## src/inc/mem_ref_exec_pkg.sv

```systemverilog
// constants, encodings and types for the memory-reference execute block
package mem_ref_exec_pkg;
  // instruction word layout
  localparam int WORD_W = 17;
  localparam int DATA_W = 16;
  localparam int TAG_BIT = 16;
  localparam logic [3:0] CLASS_PREFIX = 4'hD;
  localparam int PREFIX_HI = 16;
  localparam int PREFIX_LO = 13;
  localparam int OP_HI = 12;
  localparam int OP_LO = 8;
  // operation field codes handled here
  localparam logic [4:0] OP_STORE_TOS = 5'h0B;
  localparam logic [4:0] OP_SET_TAG = 5'h0C;
  localparam logic [4:0] OP_CLR_TAG = 5'h0D;
  localparam logic [4:0] OP_FLAG_TAG0 = 5'h0E;
  localparam logic [4:0] OP_FLAG_TAG1 = 5'h0F;
  localparam logic [4:0] OP_LD_SHIFT = 5'h10;
  localparam logic [4:0] OP_LD_PH = 5'h11;
  localparam logic [4:0] OP_LD_TOS = 5'h12;
  localparam logic [4:0] OP_LD_STR = 5'h13;
  localparam logic [2:0] OP_LD_AP_HI = 3'h5;
  localparam logic [4:0] OP_LD_MR = 5'h18;
  localparam logic [4:0] OP_LD_MRU = 5'h19;
  localparam logic [4:0] OP_MUL_RND = 5'h1A;
  localparam logic [4:0] OP_MUL = 5'h1B;
  localparam logic [4:0] OP_RET = 5'h1C;
  localparam logic [4:0] OP_INTERRUPT_RETURN = 5'h1D;
  localparam logic [4:0] OP_LD_RPT = 5'h1E;
  localparam logic [4:0] OP_LD_STAT = 5'h1F;
  localparam logic [4:0] OP_FIRST = 5'h0B;
  // complete return words
  localparam logic [16:0] RET_WORD = 17'h1BC7E;
  localparam logic [16:0] INTERRUPT_RETURN_WORD = 17'h1BD7E;
  // status register bit positions
  localparam int ST_ZERO = 0;
  localparam int ST_SIGN = 1;
  localparam int ST_UM = 2;
  localparam int ST_TF1 = 3;
  localparam int ST_TF2 = 4;
  // widths of the loaded registers
  localparam int SHIFT_W = 4;
  localparam int STR_W = 8;
  localparam int AP_W = 5;
  localparam int RPT_W = 8;
  localparam logic [31:0] ROUND_CONST = 32'h00008000;
  // register port indices
  localparam logic [3:0] REG_STATUS = 4'h0;
  localparam logic [3:0] REG_STACK_TOP = 4'h1;
  localparam logic [3:0] REG_SHIFT = 4'h2;
  localparam logic [3:0] REG_PH = 4'h3;
  localparam logic [3:0] REG_STR = 4'h4;
  localparam logic [3:0] REG_MR = 4'h5;
  localparam logic [3:0] REG_RPT = 4'h6;
  localparam logic [3:0] REG_TABLE_PTR = 4'h7;
  localparam logic [3:0] REG_PC = 4'h8;
  localparam logic [3:0] REG_IRQ_PEND = 4'h9;
  localparam logic [3:0] REG_AP0 = 4'hC;
  // reset values
  localparam logic [16:0] STATUS_RST = 17'h00000;
  localparam logic [15:0] WORD_RST = 16'h0000;
  // execution sequencer
  typedef enum logic [1:0] {
    IDLE = 2'b00,
    WAIT = 2'b01,
    EXEC = 2'b10
  } state_type;
endpackage : mem_ref_exec_pkg

```

## src/rtl/memory_reference_instr_exec.sv

```systemverilog
// decode and execute of the upper memory-reference instruction group
module memory_reference_instr_exec
  import mem_ref_exec_pkg::*;
#(
  parameter int IRQ_LINES = 4
) (
  input wire logic clk_sys, // core clock
  input wire logic srst, // synchronous reset
  input wire logic instrValid, // instruction offered
  input wire logic [16:0] instrWord, // instruction word
  input wire logic [15:0] operandAddr, // effective address from address unit
  input wire logic [15:0] stackPointer, // stack pointer register value
  input wire logic [16:0] memRdData, // data memory read word
  input wire logic repeatStep, // one repeated instruction done
  input wire logic tableLoad, // table lookup writes pointer
  input wire logic [15:0] tableValue, // value from table lookup
  input wire logic [IRQ_LINES-1:0] irqRequest, // interrupt request pulses
  input wire logic [3:0] regAddr, // register port index
  input wire logic [16:0] regWrData, // register write data
  input wire logic regWr, // register write strobe
  input wire logic regRd, // register read strobe
  output logic [16:0] regRdData, // register read data
  output logic [15:0] memAddr, // data memory address
  output logic memRdEn, // data memory read strobe
  output logic memWrEn, // data memory write strobe
  output logic [16:0] memWrData, // data memory write word
  output logic busy, // sequencer not idle
  output logic pcLoad, // program counter load pulse
  output logic [15:0] pcValue, // new program counter
  output logic intReturn, // interrupt routine finished pulse
  output logic irqServe, // interrupt dispatch pulse
  output logic [$clog2(IRQ_LINES)-1:0] irqIndex, // dispatched line
  output logic [16:0] statusReg, // status register
  output logic [15:0] stackTop, // stack top register
  output logic [15:0] productHigh, // product high register
  output logic [15:0] multiplier // multiplier register
);
  localparam int IDX_W = $clog2(IRQ_LINES);

  typedef struct packed {
    state_type fsm;
    logic [4:0] op;
    logic [15:0] memAddr;
    logic memRdEn;
    logic memWrEn;
    logic [16:0] memWrData;
    logic [15:0] stackTop;
    logic [SHIFT_W-1:0] shiftValue;
    logic [15:0] productHigh;
    logic [STR_W-1:0] stringLen;
    logic [3:0][AP_W-1:0] accPtr;
    logic [15:0] multiplier;
    logic [RPT_W-1:0] rptCount;
    logic [16:0] status;
    logic [15:0] tablePtr;
    logic pcLoad;
    logic [15:0] pcValue;
    logic intReturn;
    logic [IRQ_LINES-1:0] irqPending;
    logic irqServe;
    logic [IDX_W-1:0] irqIndex;
    logic [16:0] regRdData;
    logic busy;
  } state_reg_type;

  state_reg_type q, d;

  // zero and sign flags of a transferred word
  function automatic logic [16:0] xferStatus(input logic [16:0] st, input logic [15:0] v);
    logic [16:0] r;
    r = st;
    r[ST_ZERO] = (v == 16'h0000);
    r[ST_SIGN] = v[15];
    return r;
  endfunction : xferStatus

  // upper product half, signed or unsigned, optionally rounded
  function automatic logic [15:0] mulHigh(input logic [15:0] a, input logic [15:0] b,
                                          input logic uns, input logic rnd);
    logic [31:0] p;
    p = uns ? ({16'h0000, a} * {16'h0000, b}) : 32'($signed(a) * $signed(b));
    if (rnd) begin
      p = p + ROUND_CONST;
    end
    return p[31:16];
  endfunction : mulHigh

  // lowest pending interrupt line
  function automatic logic [IDX_W-1:0] firstSet(input logic [IRQ_LINES-1:0] v);
    logic [IDX_W-1:0] r;
    r = '0;
    for (int i = IRQ_LINES - 1; i >= 0; i--) begin
      if (v[i]) begin
        r = IDX_W'(i);
      end
    end
    return r;
  endfunction : firstSet

  // true when the word belongs to the class with an operation code of OP_FIRST or above; returns only as RET_WORD or INTERRUPT_RETURN_WORD
  function automatic logic isMine(input logic [16:0] w);
    logic [4:0] f;
    f = w[OP_HI:OP_LO];
    if (w[PREFIX_HI:PREFIX_LO] != CLASS_PREFIX || f < OP_FIRST) begin
      return 1'b0;
    end
    if (f == OP_RET) begin
      return w == RET_WORD;
    end
    if (f == OP_INTERRUPT_RETURN) begin
      return w == INTERRUPT_RETURN_WORD;
    end
    return 1'b1;
  endfunction : isMine

  // next state of the whole block
  always_comb begin
    logic [15:0] lo;
    logic tagIn;
    lo = memRdData[15:0];
    tagIn = 1'b0;
    d = q;
    d.memRdEn = 1'b0;
    d.memWrEn = 1'b0;
    d.pcLoad = 1'b0;
    d.intReturn = 1'b0;
    d.irqServe = 1'b0;
    // register port; status is the only word software may write
    if (regWr && regAddr == REG_STATUS) begin
      d.status = regWrData;
    end
    // table pointer follows lookups only
    if (tableLoad) begin
      d.tablePtr = tableValue;
    end
    // repeat counter runs down as repeated instructions finish
    if (repeatStep && q.rptCount != '0) begin
      d.rptCount = q.rptCount - RPT_W'(1);
    end
    // queue requests; held while repetition is active
    if (q.rptCount == '0 && q.irqPending != '0) begin
      d.irqServe = 1'b1;
      d.irqIndex = firstSet(q.irqPending);
      d.irqPending[firstSet(q.irqPending)] = 1'b0;
    end
    d.irqPending = d.irqPending | irqRequest;
    case (q.fsm)
      IDLE: begin
        if (instrValid && isMine(instrWord)) begin
          d.op = instrWord[OP_HI:OP_LO];
          d.memAddr = operandAddr;
          if (instrWord[OP_HI:OP_LO] == OP_STORE_TOS) begin
            d.memWrEn = 1'b1;
            d.memWrData = {1'b0, q.stackTop};
            d.status = xferStatus(d.status, q.stackTop);
          end else begin
            if (instrWord == RET_WORD || instrWord == INTERRUPT_RETURN_WORD) begin
              d.memAddr = stackPointer;
            end
            d.memRdEn = 1'b1;
            d.fsm = WAIT;
          end
        end
      end
      WAIT: begin
        d.fsm = EXEC;
      end
      EXEC: begin
        d.fsm = IDLE;
        if (q.op[4:2] == OP_LD_AP_HI) begin
          d.accPtr[q.op[1:0]] = memRdData[AP_W-1:0];
          d.status = xferStatus(d.status, lo);
        end else begin
          case (q.op)
            OP_SET_TAG, OP_CLR_TAG, OP_FLAG_TAG0, OP_FLAG_TAG1: begin
              case (q.op)
                OP_SET_TAG: tagIn = 1'b1;
                OP_CLR_TAG: tagIn = 1'b0;
                OP_FLAG_TAG0: tagIn = q.status[ST_TF1];
                default: tagIn = q.status[ST_TF2];
              endcase
              d.memWrEn = 1'b1;
              d.memWrData = {tagIn, lo};
            end
            OP_LD_SHIFT: begin
              d.shiftValue = memRdData[SHIFT_W-1:0];
              d.status = xferStatus(d.status, lo);
            end
            OP_LD_PH: begin
              d.productHigh = lo;
              d.status = xferStatus(d.status, lo);
            end
            OP_LD_TOS: begin
              d.stackTop = lo;
            end
            OP_LD_STR: begin
              d.stringLen = memRdData[STR_W-1:0];
              d.status = xferStatus(d.status, {8'h00, memRdData[STR_W-1:0]});
            end
            OP_LD_MR, OP_LD_MRU: begin
              d.multiplier = lo;
              d.status = xferStatus(d.status, lo);
              d.status[ST_UM] = (q.op == OP_LD_MRU);
            end
            OP_MUL_RND: begin
              d.productHigh = mulHigh(q.multiplier, lo, q.status[ST_UM], 1'b1);
            end
            OP_MUL: begin
              d.productHigh = mulHigh(q.multiplier, lo, q.status[ST_UM], 1'b0);
            end
            OP_RET, OP_INTERRUPT_RETURN: begin
              d.pcLoad = 1'b1;
              d.pcValue = lo;
              d.intReturn = (q.op == OP_INTERRUPT_RETURN);
            end
            OP_LD_RPT: begin
              d.rptCount = memRdData[RPT_W-1:0];
            end
            OP_LD_STAT: begin
              d.status = memRdData;
            end
            default: begin
              d.fsm = IDLE;
            end
          endcase
        end
      end
      default: begin
        d.fsm = IDLE;
      end
    endcase
    d.busy = (d.fsm != IDLE);
    // read data stands for the one cycle after the strobe
    d.regRdData = 17'h00000;
    if (regRd) begin
      case (regAddr)
        REG_STATUS: d.regRdData = q.status;
        REG_STACK_TOP: d.regRdData = {1'b0, q.stackTop};
        REG_SHIFT: d.regRdData = {13'h0000, q.shiftValue};
        REG_PH: d.regRdData = {1'b0, q.productHigh};
        REG_STR: d.regRdData = {9'h000, q.stringLen};
        REG_MR: d.regRdData = {1'b0, q.multiplier};
        REG_RPT: d.regRdData = {9'h000, q.rptCount};
        REG_TABLE_PTR: d.regRdData = {1'b0, q.tablePtr};
        REG_PC: d.regRdData = {1'b0, q.pcValue};
        REG_IRQ_PEND: d.regRdData = 17'(q.irqPending);
        REG_AP0, REG_AP0 + 4'h1, REG_AP0 + 4'h2, REG_AP0 + 4'h3:
          d.regRdData = {12'h000, q.accPtr[regAddr[1:0]]};
        default: d.regRdData = 17'h00000;
      endcase
    end
    if (srst) begin
      d = '0;
      d.fsm = IDLE;
      d.status = STATUS_RST;
      d.stackTop = WORD_RST;
    end
  end

  // the whole state is one register
  always_ff @(posedge clk_sys) begin
    q <= d;
  end

  // outputs straight from the state register
  assign regRdData = q.regRdData;
  assign memAddr = q.memAddr;
  assign memRdEn = q.memRdEn;
  assign memWrEn = q.memWrEn;
  assign memWrData = q.memWrData;
  assign busy = q.busy;
  assign pcLoad = q.pcLoad;
  assign pcValue = q.pcValue;
  assign intReturn = q.intReturn;
  assign irqServe = q.irqServe;
  assign irqIndex = q.irqIndex;
  assign statusReg = q.status;
  assign stackTop = q.stackTop;
  assign productHigh = q.productHigh;
  assign multiplier = q.multiplier;
endmodule : memory_reference_instr_exec

```

## config.mk

```make
export PLATFORM = sky130hd
export DESIGN_NAME = memory_reference_instr_exec
export DESIGN_NICKNAME = d
export VERILOG_FILES = /design/src/inc/mem_ref_exec_pkg.sv /design/src/rtl/memory_reference_instr_exec.sv
export SDC_FILE = /design/constraint.sdc
export NUM_CORES = 1
export LEC_CHECK = 0
export BUFFER_PORTS_ARGS = -buffer_cell sky130_fd_sc_hd__buf_2
export CELL_PAD_IN_SITES_DETAIL_PLACEMENT = 1
export CELL_PAD_IN_SITES_GLOBAL_PLACEMENT = 2
export CORE_MARGIN = 3
export CORE_UTILIZATION = 38
export DETAILED_ROUTE_END_ITERATION = 12
export GPL_TIMING_DRIVEN = 0
export PLACE_DENSITY = 0.81
export SLEW_MARGIN = 40
export SYNTH_ARGS = -nofsm -noshare
export SYNTH_HDL_FRONTEND = slang
export SYNTH_SLANG_ARGS = --single-unit
```

## constraint.sdc

```tcl
create_clock -name clk_sys -period 10.32 [get_ports clk_sys]
set_clock_uncertainty 0.2 [all_clocks]
set_input_delay 2.064 -clock clk_sys [delete_from_list [all_inputs] [get_ports clk_sys]]
set_output_delay 2.064 -clock clk_sys [all_outputs]
set_load 0.03 [all_outputs]
```

==> results.ini, run 1 <==
[timing]
setup_ws_ps = 284
slew_viol_final = 0
setup_viol = 0
fmax_mhz = 99.6
hold_violations = 0
timing.hold.ws_ps = 259
worst_pin_slew_ps = 897
finalCritPeriodShare_pct = 97.3
timing.final.crit_period_ps = 10040
rsz0062_at_grt = false
tns_ps = 0
slew_headroom_pct = 40.2

[critical_path]
required_ps = 10550
crit_path_start = memRdData[3]
crit_path_end_kind = flip-flop
worstPathArrival_ps = 10260
critPathKind = input pin to flip-flop
r2r_start = multiplier[15]
worstPathMaxFanout = 12
startpoint_type = input pin

[hold_path]
hp-start = statusReg[16]
worstHoldPathType = flip-flop to flip-flop

[run_status]
status = finished, final reports clean

[synthesis]
ys_seq_elements = 206
synth_cell_type_count = 81
yosysWarnings = 0
synth_top_area_cell = fa_1
syn_nets = 3572
synth_area_leaders = fa_1, dfxtp_1, ha_1, inv_1, nand2_1
synth_seq_area_share_pct = 16.4
synth.avg_cell_area_sq_um = 8.57
netlist_instances = 2942
synth_edf_count = 0
synth_area_sq_mm = 0.0252
synthFlopType = dfxtp_1
async_reset_ff_share_pct = 0
synth_top_area_share_pct = 28.9

[pwr]
p_total_mw = 2.08
p_leak_nw = 13.6
power.density_mw_per_mm2 = 73.5
irDropWorstVdd_uv = 75.2

[job]
maxCapViolCount = 0

[floorplan]
rows = 93
die_x_microns = 264
initial_core_util_pct = 38.7
fp.dieH_microns = 264
dieArea_sq_mm = 0.0695
io_pins = 253
core_sq_mm = 0.0650

[final_layout]
fin_nets = 3839
layout_commonest_cell = inv_1
stdcell_area_sq_mm = 0.0284
fin_util_pct = 43.6
area_delta_synth_final_pct = 12.5
drive_above_1_share_pct = 15.5
fin_cells = 4082
mostFrequentLayoutCells = inv_1, fa_1, nand2_1
fill_cells = 7879

[drt]
wl_per_cell_microns = 24.3
vias = 22200
drt_pass1_iterations = 7
via_per_inst = 5.45
wl_microns = 99300
antenna_left = 0
drc = 0
drt_first_iter_violations = 1391

[global_routing]
met2_usage_pct = 49.4
grt_pass1_wl_microns = 150000
track_usage_pct = 28.2
met1_usage_pct = 36.6
grt_pass1_vias = 24100
grt_max_degree = 23
antenna_found_initial = 5
grt-ovfl-total = 0
busiest_layer = met2
grtUsageMet3_pct = 2.13

[placement]
dp_slack_ps = -989
io_buffers = 248
gp_congestion = 0.908
dp_hpwl_microns = 83200
placed_cells = 4049
placed_cell_area_sq_mm = 0.0276

[clock_network]
cts_root_buf = clkbuf_16
cts_num_sinks = 206
clk-insertion-delay-late_ps = 550
cts_made_buffers = 24
clockBufferDepth = 3
clk_pin_slew_worst_paths_ps = 60
h-tree-depth = 1
cts_tree = yes
cts_hold_buf = 0

path summary, 6_finish.rpt:
kind	slack, ps	cells past startpoint	end
setup reg to reg	860	26	productHigh[15]
hold reg to reg	260	2	regRdData[16]
hold / removal	260	2	regRdData[16]
setup / recovery	280	26	productHigh[15]
registers in the layout (all words and copies together) (netlist names), 2 cells and up:
register	cells
pcValue	16
stackTop	16
statusReg	17
regRdData	17
productHigh	16
multiplier	16
memAddr	16
q	67
irqIndex	2
memWrData	17
synthesized netlist by cell type (all sizes together) (5+ instances only):
cell type and count:
nand2 363, a221oi 11, nand4b 6, clkbuf 152, and3 10, a21boi 5
o21bai 7, nor3 30, mux2 5, nor3b 10, a32oi 5, dfxtp 206
o21ai 54, mux4 5, nor2b 11, and2 113, xnor2 38, mux2i 81
a22oi 49, ha 152, a2111oi 5, xor2 17, a21oi 134, nor2 175
o211ai 18, a211oi 39, or3 8, inv 478, a311oi 21, nand3b 8
a31oi 29, a21o 13, fa 364, nand3 47, nand4 19, nor4 16
nand2b 21, or2 10, o21a 10, buf 141, or4 10
where the power goes:
part           internal (mW)  switching [mW]  total [mW]
registers              0.825          0.0327       0.858
clock network          0.484           0.367       0.851
logic                  0.131           0.245       0.376
critical path: stages:
cell	delay, ps
buf_2	220
clkbuf_2	380
nand2_1	210
inv_1	70
fa_1	690
inv_1	120
fa_1	480
inv_1	420
fa_1	540
fa_1	500
fa_1	490
inv_1	50
fa_1	510
inv_1	50
ha_1	370
a21o_1	260
o21bai_1	190
a211oi_1	340
a211oi_2	140
a221o_1	380
xor2_1	160
a21oi_1	160
nand4b_1	510
nor4_1	470
xor2_1	150
a221oi_1	310
layout make-up:
cell class	count	area, sq um	share of cell area, %
multi-input combinational	1964	17700	62.5
sequential	206	4120	14.5
inverter	479	1800	6.34
buffer	281	1600	5.63
timing repair buffer	253	1280	4.50
tap	855	1070	3.77
clock buffer	35	682	2.40
clock inverter	7	75.1	0.265
antenna	2	5.00	0.0176
what timing repair did:
action	in CTS	in global routing
buffers inserted	0	0
endpoints found under the setup margin	5	7
resized for setup	2	24
layer usage:
layer | wire (microns) | up-vias
met3 | 4890 | 160
met4 | 4020 | 2
met2 | 49600 | 669
li1 | - | 9887
met5 | 13 | -
met1 | 40800 | 11500
kinds of logic (layout without fill, tap and decap cells):
family,Yosys count,after routing,synth area share [%]
other,0,2,0
and+or+nand+nor,860,860,16.1
buffers and inverters,772,1055,13.5
AOI/OAI and AO/OA,442,442,11.7
adders and majority gates,516,516,36.5
DFF,206,206,16.4
muxes,91,91,3.89
xor gates and xnor gates,55,55,1.94
Power figures use the tool's default switching activity.
==> run 2, diff against run 1 <==
--- a/config.mk
+++ b/config.mk
@@ -12,6 +12,7 @@
 export CORE_UTILIZATION = 38
 export DETAILED_ROUTE_END_ITERATION = 12
 export GPL_TIMING_DRIVEN = 0
+export MAX_ROUTING_LAYER = met4
 export PLACE_DENSITY = 0.81
 export SLEW_MARGIN = 40
 export SYNTH_ARGS = -nofsm -noshare
==> results.ini, run 2 (synthesis results as in run 1) <==
[drt]
vias = 22300  ; +0.29%
via_per_inst = 5.46  ; +0.26%
wl_per_cell_microns = 24.4  ; +0.11%
wl_microns = 99400  ; +0.13%
antenna_left = 0  ; unchanged
drt_pass1_iterations = 5  ; -2
drc = 0  ; unchanged
drt_first_iter_violations = 1306  ; -6.1%

[timing]
finalCritPeriodShare_pct = 98.0  ; +0.78 points
setup_ws_ps = 203  ; -80.4 ps
setup_viol = 0  ; unchanged
fmax_mhz = 98.8  ; -0.79%
rsz0062_at_grt = false
hold_violations = 0  ; unchanged
slew_headroom_pct = 37.3  ; -3.0 points
timing.final.crit_period_ps = 10120  ; +80.4 ps
slew_viol_final = 0  ; unchanged
worst_pin_slew_ps = 941  ; +44.5 ps

[placement]
dp_hpwl_microns = 83700  ; +0.60%
gp_congestion = 0.921  ; +1.5%
dp_slack_ps = -841  ; +148 ps
io_buffers = 248  ; unchanged
placed_cells = 4049  ; unchanged
placed_cell_area_sq_mm = 0.0276  ; about the same

[critical_path]
r2r_start = multiplier[7]
crit_path_end_kind = flip-flop
r2r_cells = 27  ; +3.8%
startpoint_type = input pin
regToRegEndpoint = productHigh[11]
critPathKind = input pin to flip-flop
r2r_slack_ps = 810  ; -50 ps
required_ps = 10520  ; -30 ps
worstPathMaxFanout = 10  ; -2
worstPathArrival_ps = 10310  ; +50 ps

[final_layout]
area_delta_synth_final_pct = 12.5  ; about the same
drive_above_1_share_pct = 15.3  ; -0.22 points
largest_register_ffs = 67  ; unchanged
mostFrequentLayoutCells = inv_1, fa_1, nand2_1
layout_commonest_cell = inv_1
regMostFlops = q
fill_cells = 7875  ; -0.051%
fin_util_pct = 43.6  ; about the same
stdcell_area_sq_mm = 0.0283  ; about the same
fin_cells = 4083  ; +0.024%
fin_nets = 3841  ; +0.052%

[pwr]
p_leak_nw = 13.5  ; -0.25%
p_sw_mw = 0.639  ; -0.97%
p_sw_share_pct = 31.0  ; +0.061 points
p_seq_share_pct = 41.6  ; +0.5 points
power.internal_mw = 1.42  ; -1.3%
irDropWorstVdd_uv = 77.1  ; +2.6%
power.density_mw_per_mm2 = 72.7  ; -1.1%
p_clk_share_pct = 40.2  ; -0.6 points
pwr-share-comb_pct = 18.3  ; +0.3 points

[global_routing]
grt_pass1_vias = 24200  ; +0.77%
grt_max_degree = 15  ; -35%
grt-ovfl-total = 0  ; unchanged
antenna_found_initial = 3  ; -2
grt_pass1_wl_microns = 151000  ; +0.60%
track_usage_pct = 29.1  ; +0.90 points

[clock_network]
clk_pin_slew_worst_paths_ps = 70  ; about the same
cts_hold_buf = 0  ; unchanged
cts_num_sinks = 206  ; unchanged
cts_tree = yes
cts_setup_buffers = 0  ; unchanged
clockBufferDepth = 3  ; unchanged
cts_root_buf = clkbuf_16
cts_made_buffers = 23  ; -4.2%
clk-insertion-delay-late_ps = 550  ; about the same
h-tree-depth = 1  ; unchanged

[job]
maxCapViolCount = 0  ; unchanged

[floorplan]
rows = 93  ; unchanged
io_pins = 253  ; unchanged
core_sq_mm = 0.0650  ; unchanged
fp.dieH_microns = 264  ; unchanged
die_x_microns = 264  ; unchanged
dieArea_sq_mm = 0.0695  ; unchanged
initial_core_util_pct = 38.7  ; unchanged

[hold_path]
worstHoldPathType = flip-flop to flip-flop
hp-start = memWrData[9]
hold_end = memWrData[9]
hold_depth = 2  ; unchanged

[run_status]
status = finished, final reports clean

## run 2: changes by cell type in the layout (fill, tap and decap cells not counted)
cell	before	now
clkinv_4	1	0
clkinvlp_4	0	1
clkbuf_1	119	127
diode_2	2	3
clkinv_8	1	0
clkbuf_2	27	20
o21ai_0	50	51
nor4_1	13	12
nor4_2	1	2
inv_16	0	1
o21ai_1	3	2
clkbuf_16	24	23
## run 2: stage by stage
| stage | hold WS [ps] | power [mW] | setup TNS [ps] |
|---|---|---|---|
| 6_report | 260 | 2.06 | 0 |
| 5_1_grt | 284 | 2.15 | 0 |
| 4_1_cts | 260 | 2.07 | 0 |
| 3_5_place_dp | 252 | 1.25 | -5520 |
| 3_3_place_gp | 248 | 1.23 | -6790 |
| 2_1_floorplan | 223 | 1.09 | 0 |
## run 2: critical path: stages
cell and delay, ps:
buf_2 190, clkbuf_1 580, nand2_1 220, fa_1 530, fa_1 530, fa_1 550
inv_1 70, fa_1 530, inv_1 50, fa_1 510, inv_1 60, fa_1 440
ha_1 280, clkbuf_1 320, nand4_1 400, nor4_1 550, a221oi_1 220, a21oi_1 250
or4_1 140, o211ai_1 150, nor2b_1 300, nand3_1 440, nor3_1 350, xor2_1 440
o22ai_1 130
## run 2: worst max-delay path by stage
| stage | startpoint | to | slack (ps) | cells after the start |
|---|---|---|---|---|
| after floorplan | memRdData[8] | productHigh[12] | 1140 | 26 |
| after global placement | memRdData[8] | productHigh[15] | -1150 | 28 |
| after detailed placement | memRdData[2] | productHigh[15] | -840 | 27 |
| after CTS | memRdData[8] | productHigh[15] | 0.6 | 28 |
| after global routing | memRdData[10] | productHigh[15] | 5 | 26 |
| final | memRdData[13] | productHigh[11] | 200 | 25 |
## run 2: area by class of cell
type / count / area [sq um] / area share, %
multi-input cells: 1964 / 17700 / 62.6
inverters: 479 / 1800 / 6.34
clock buffers: 32 / 649 / 2.29
flip-flops and latches: 206 / 4120 / 14.6
plain buffers: 284 / 1600 / 5.64
repair buffers: 253 / 1280 / 4.51
diodes: 3 / 7.51 / 0.0265
well taps: 855 / 1070 / 3.77
clock inverters: 7 / 77.6 / 0.274
## run 2: repair_timing
action,in CTS,in global routing
setup endpoints to repair,5,10
gates resized for setup,2,15
pin swaps,0,0
## run 2: per-layer routing
layer | share of wire (%) | wire length, microns | vias to the layer above | track usage [%]
met5 | 0 | 0 | - | -
met4 | 3.9 | 3900 | 0 | 9.49
met3 | 4.9 | 4870 | 177 | 2.52
met2 | 50 | 49300 | 656 | 48.9
met1 | 42 | 41400 | 11600 | 37.0
li1 | - | - | 9886 | -
## run 2: power by group through the flow
stage                     sequential, mW  clock, mW  combinational (mW)
after CTS                          0.856      0.835               0.376
after global placement             0.872          0               0.361
after global routing               0.860      0.877               0.409
final                              0.856      0.828               0.376
after floorplan                    0.865          0               0.229
after detailed placement           0.873          0               0.374
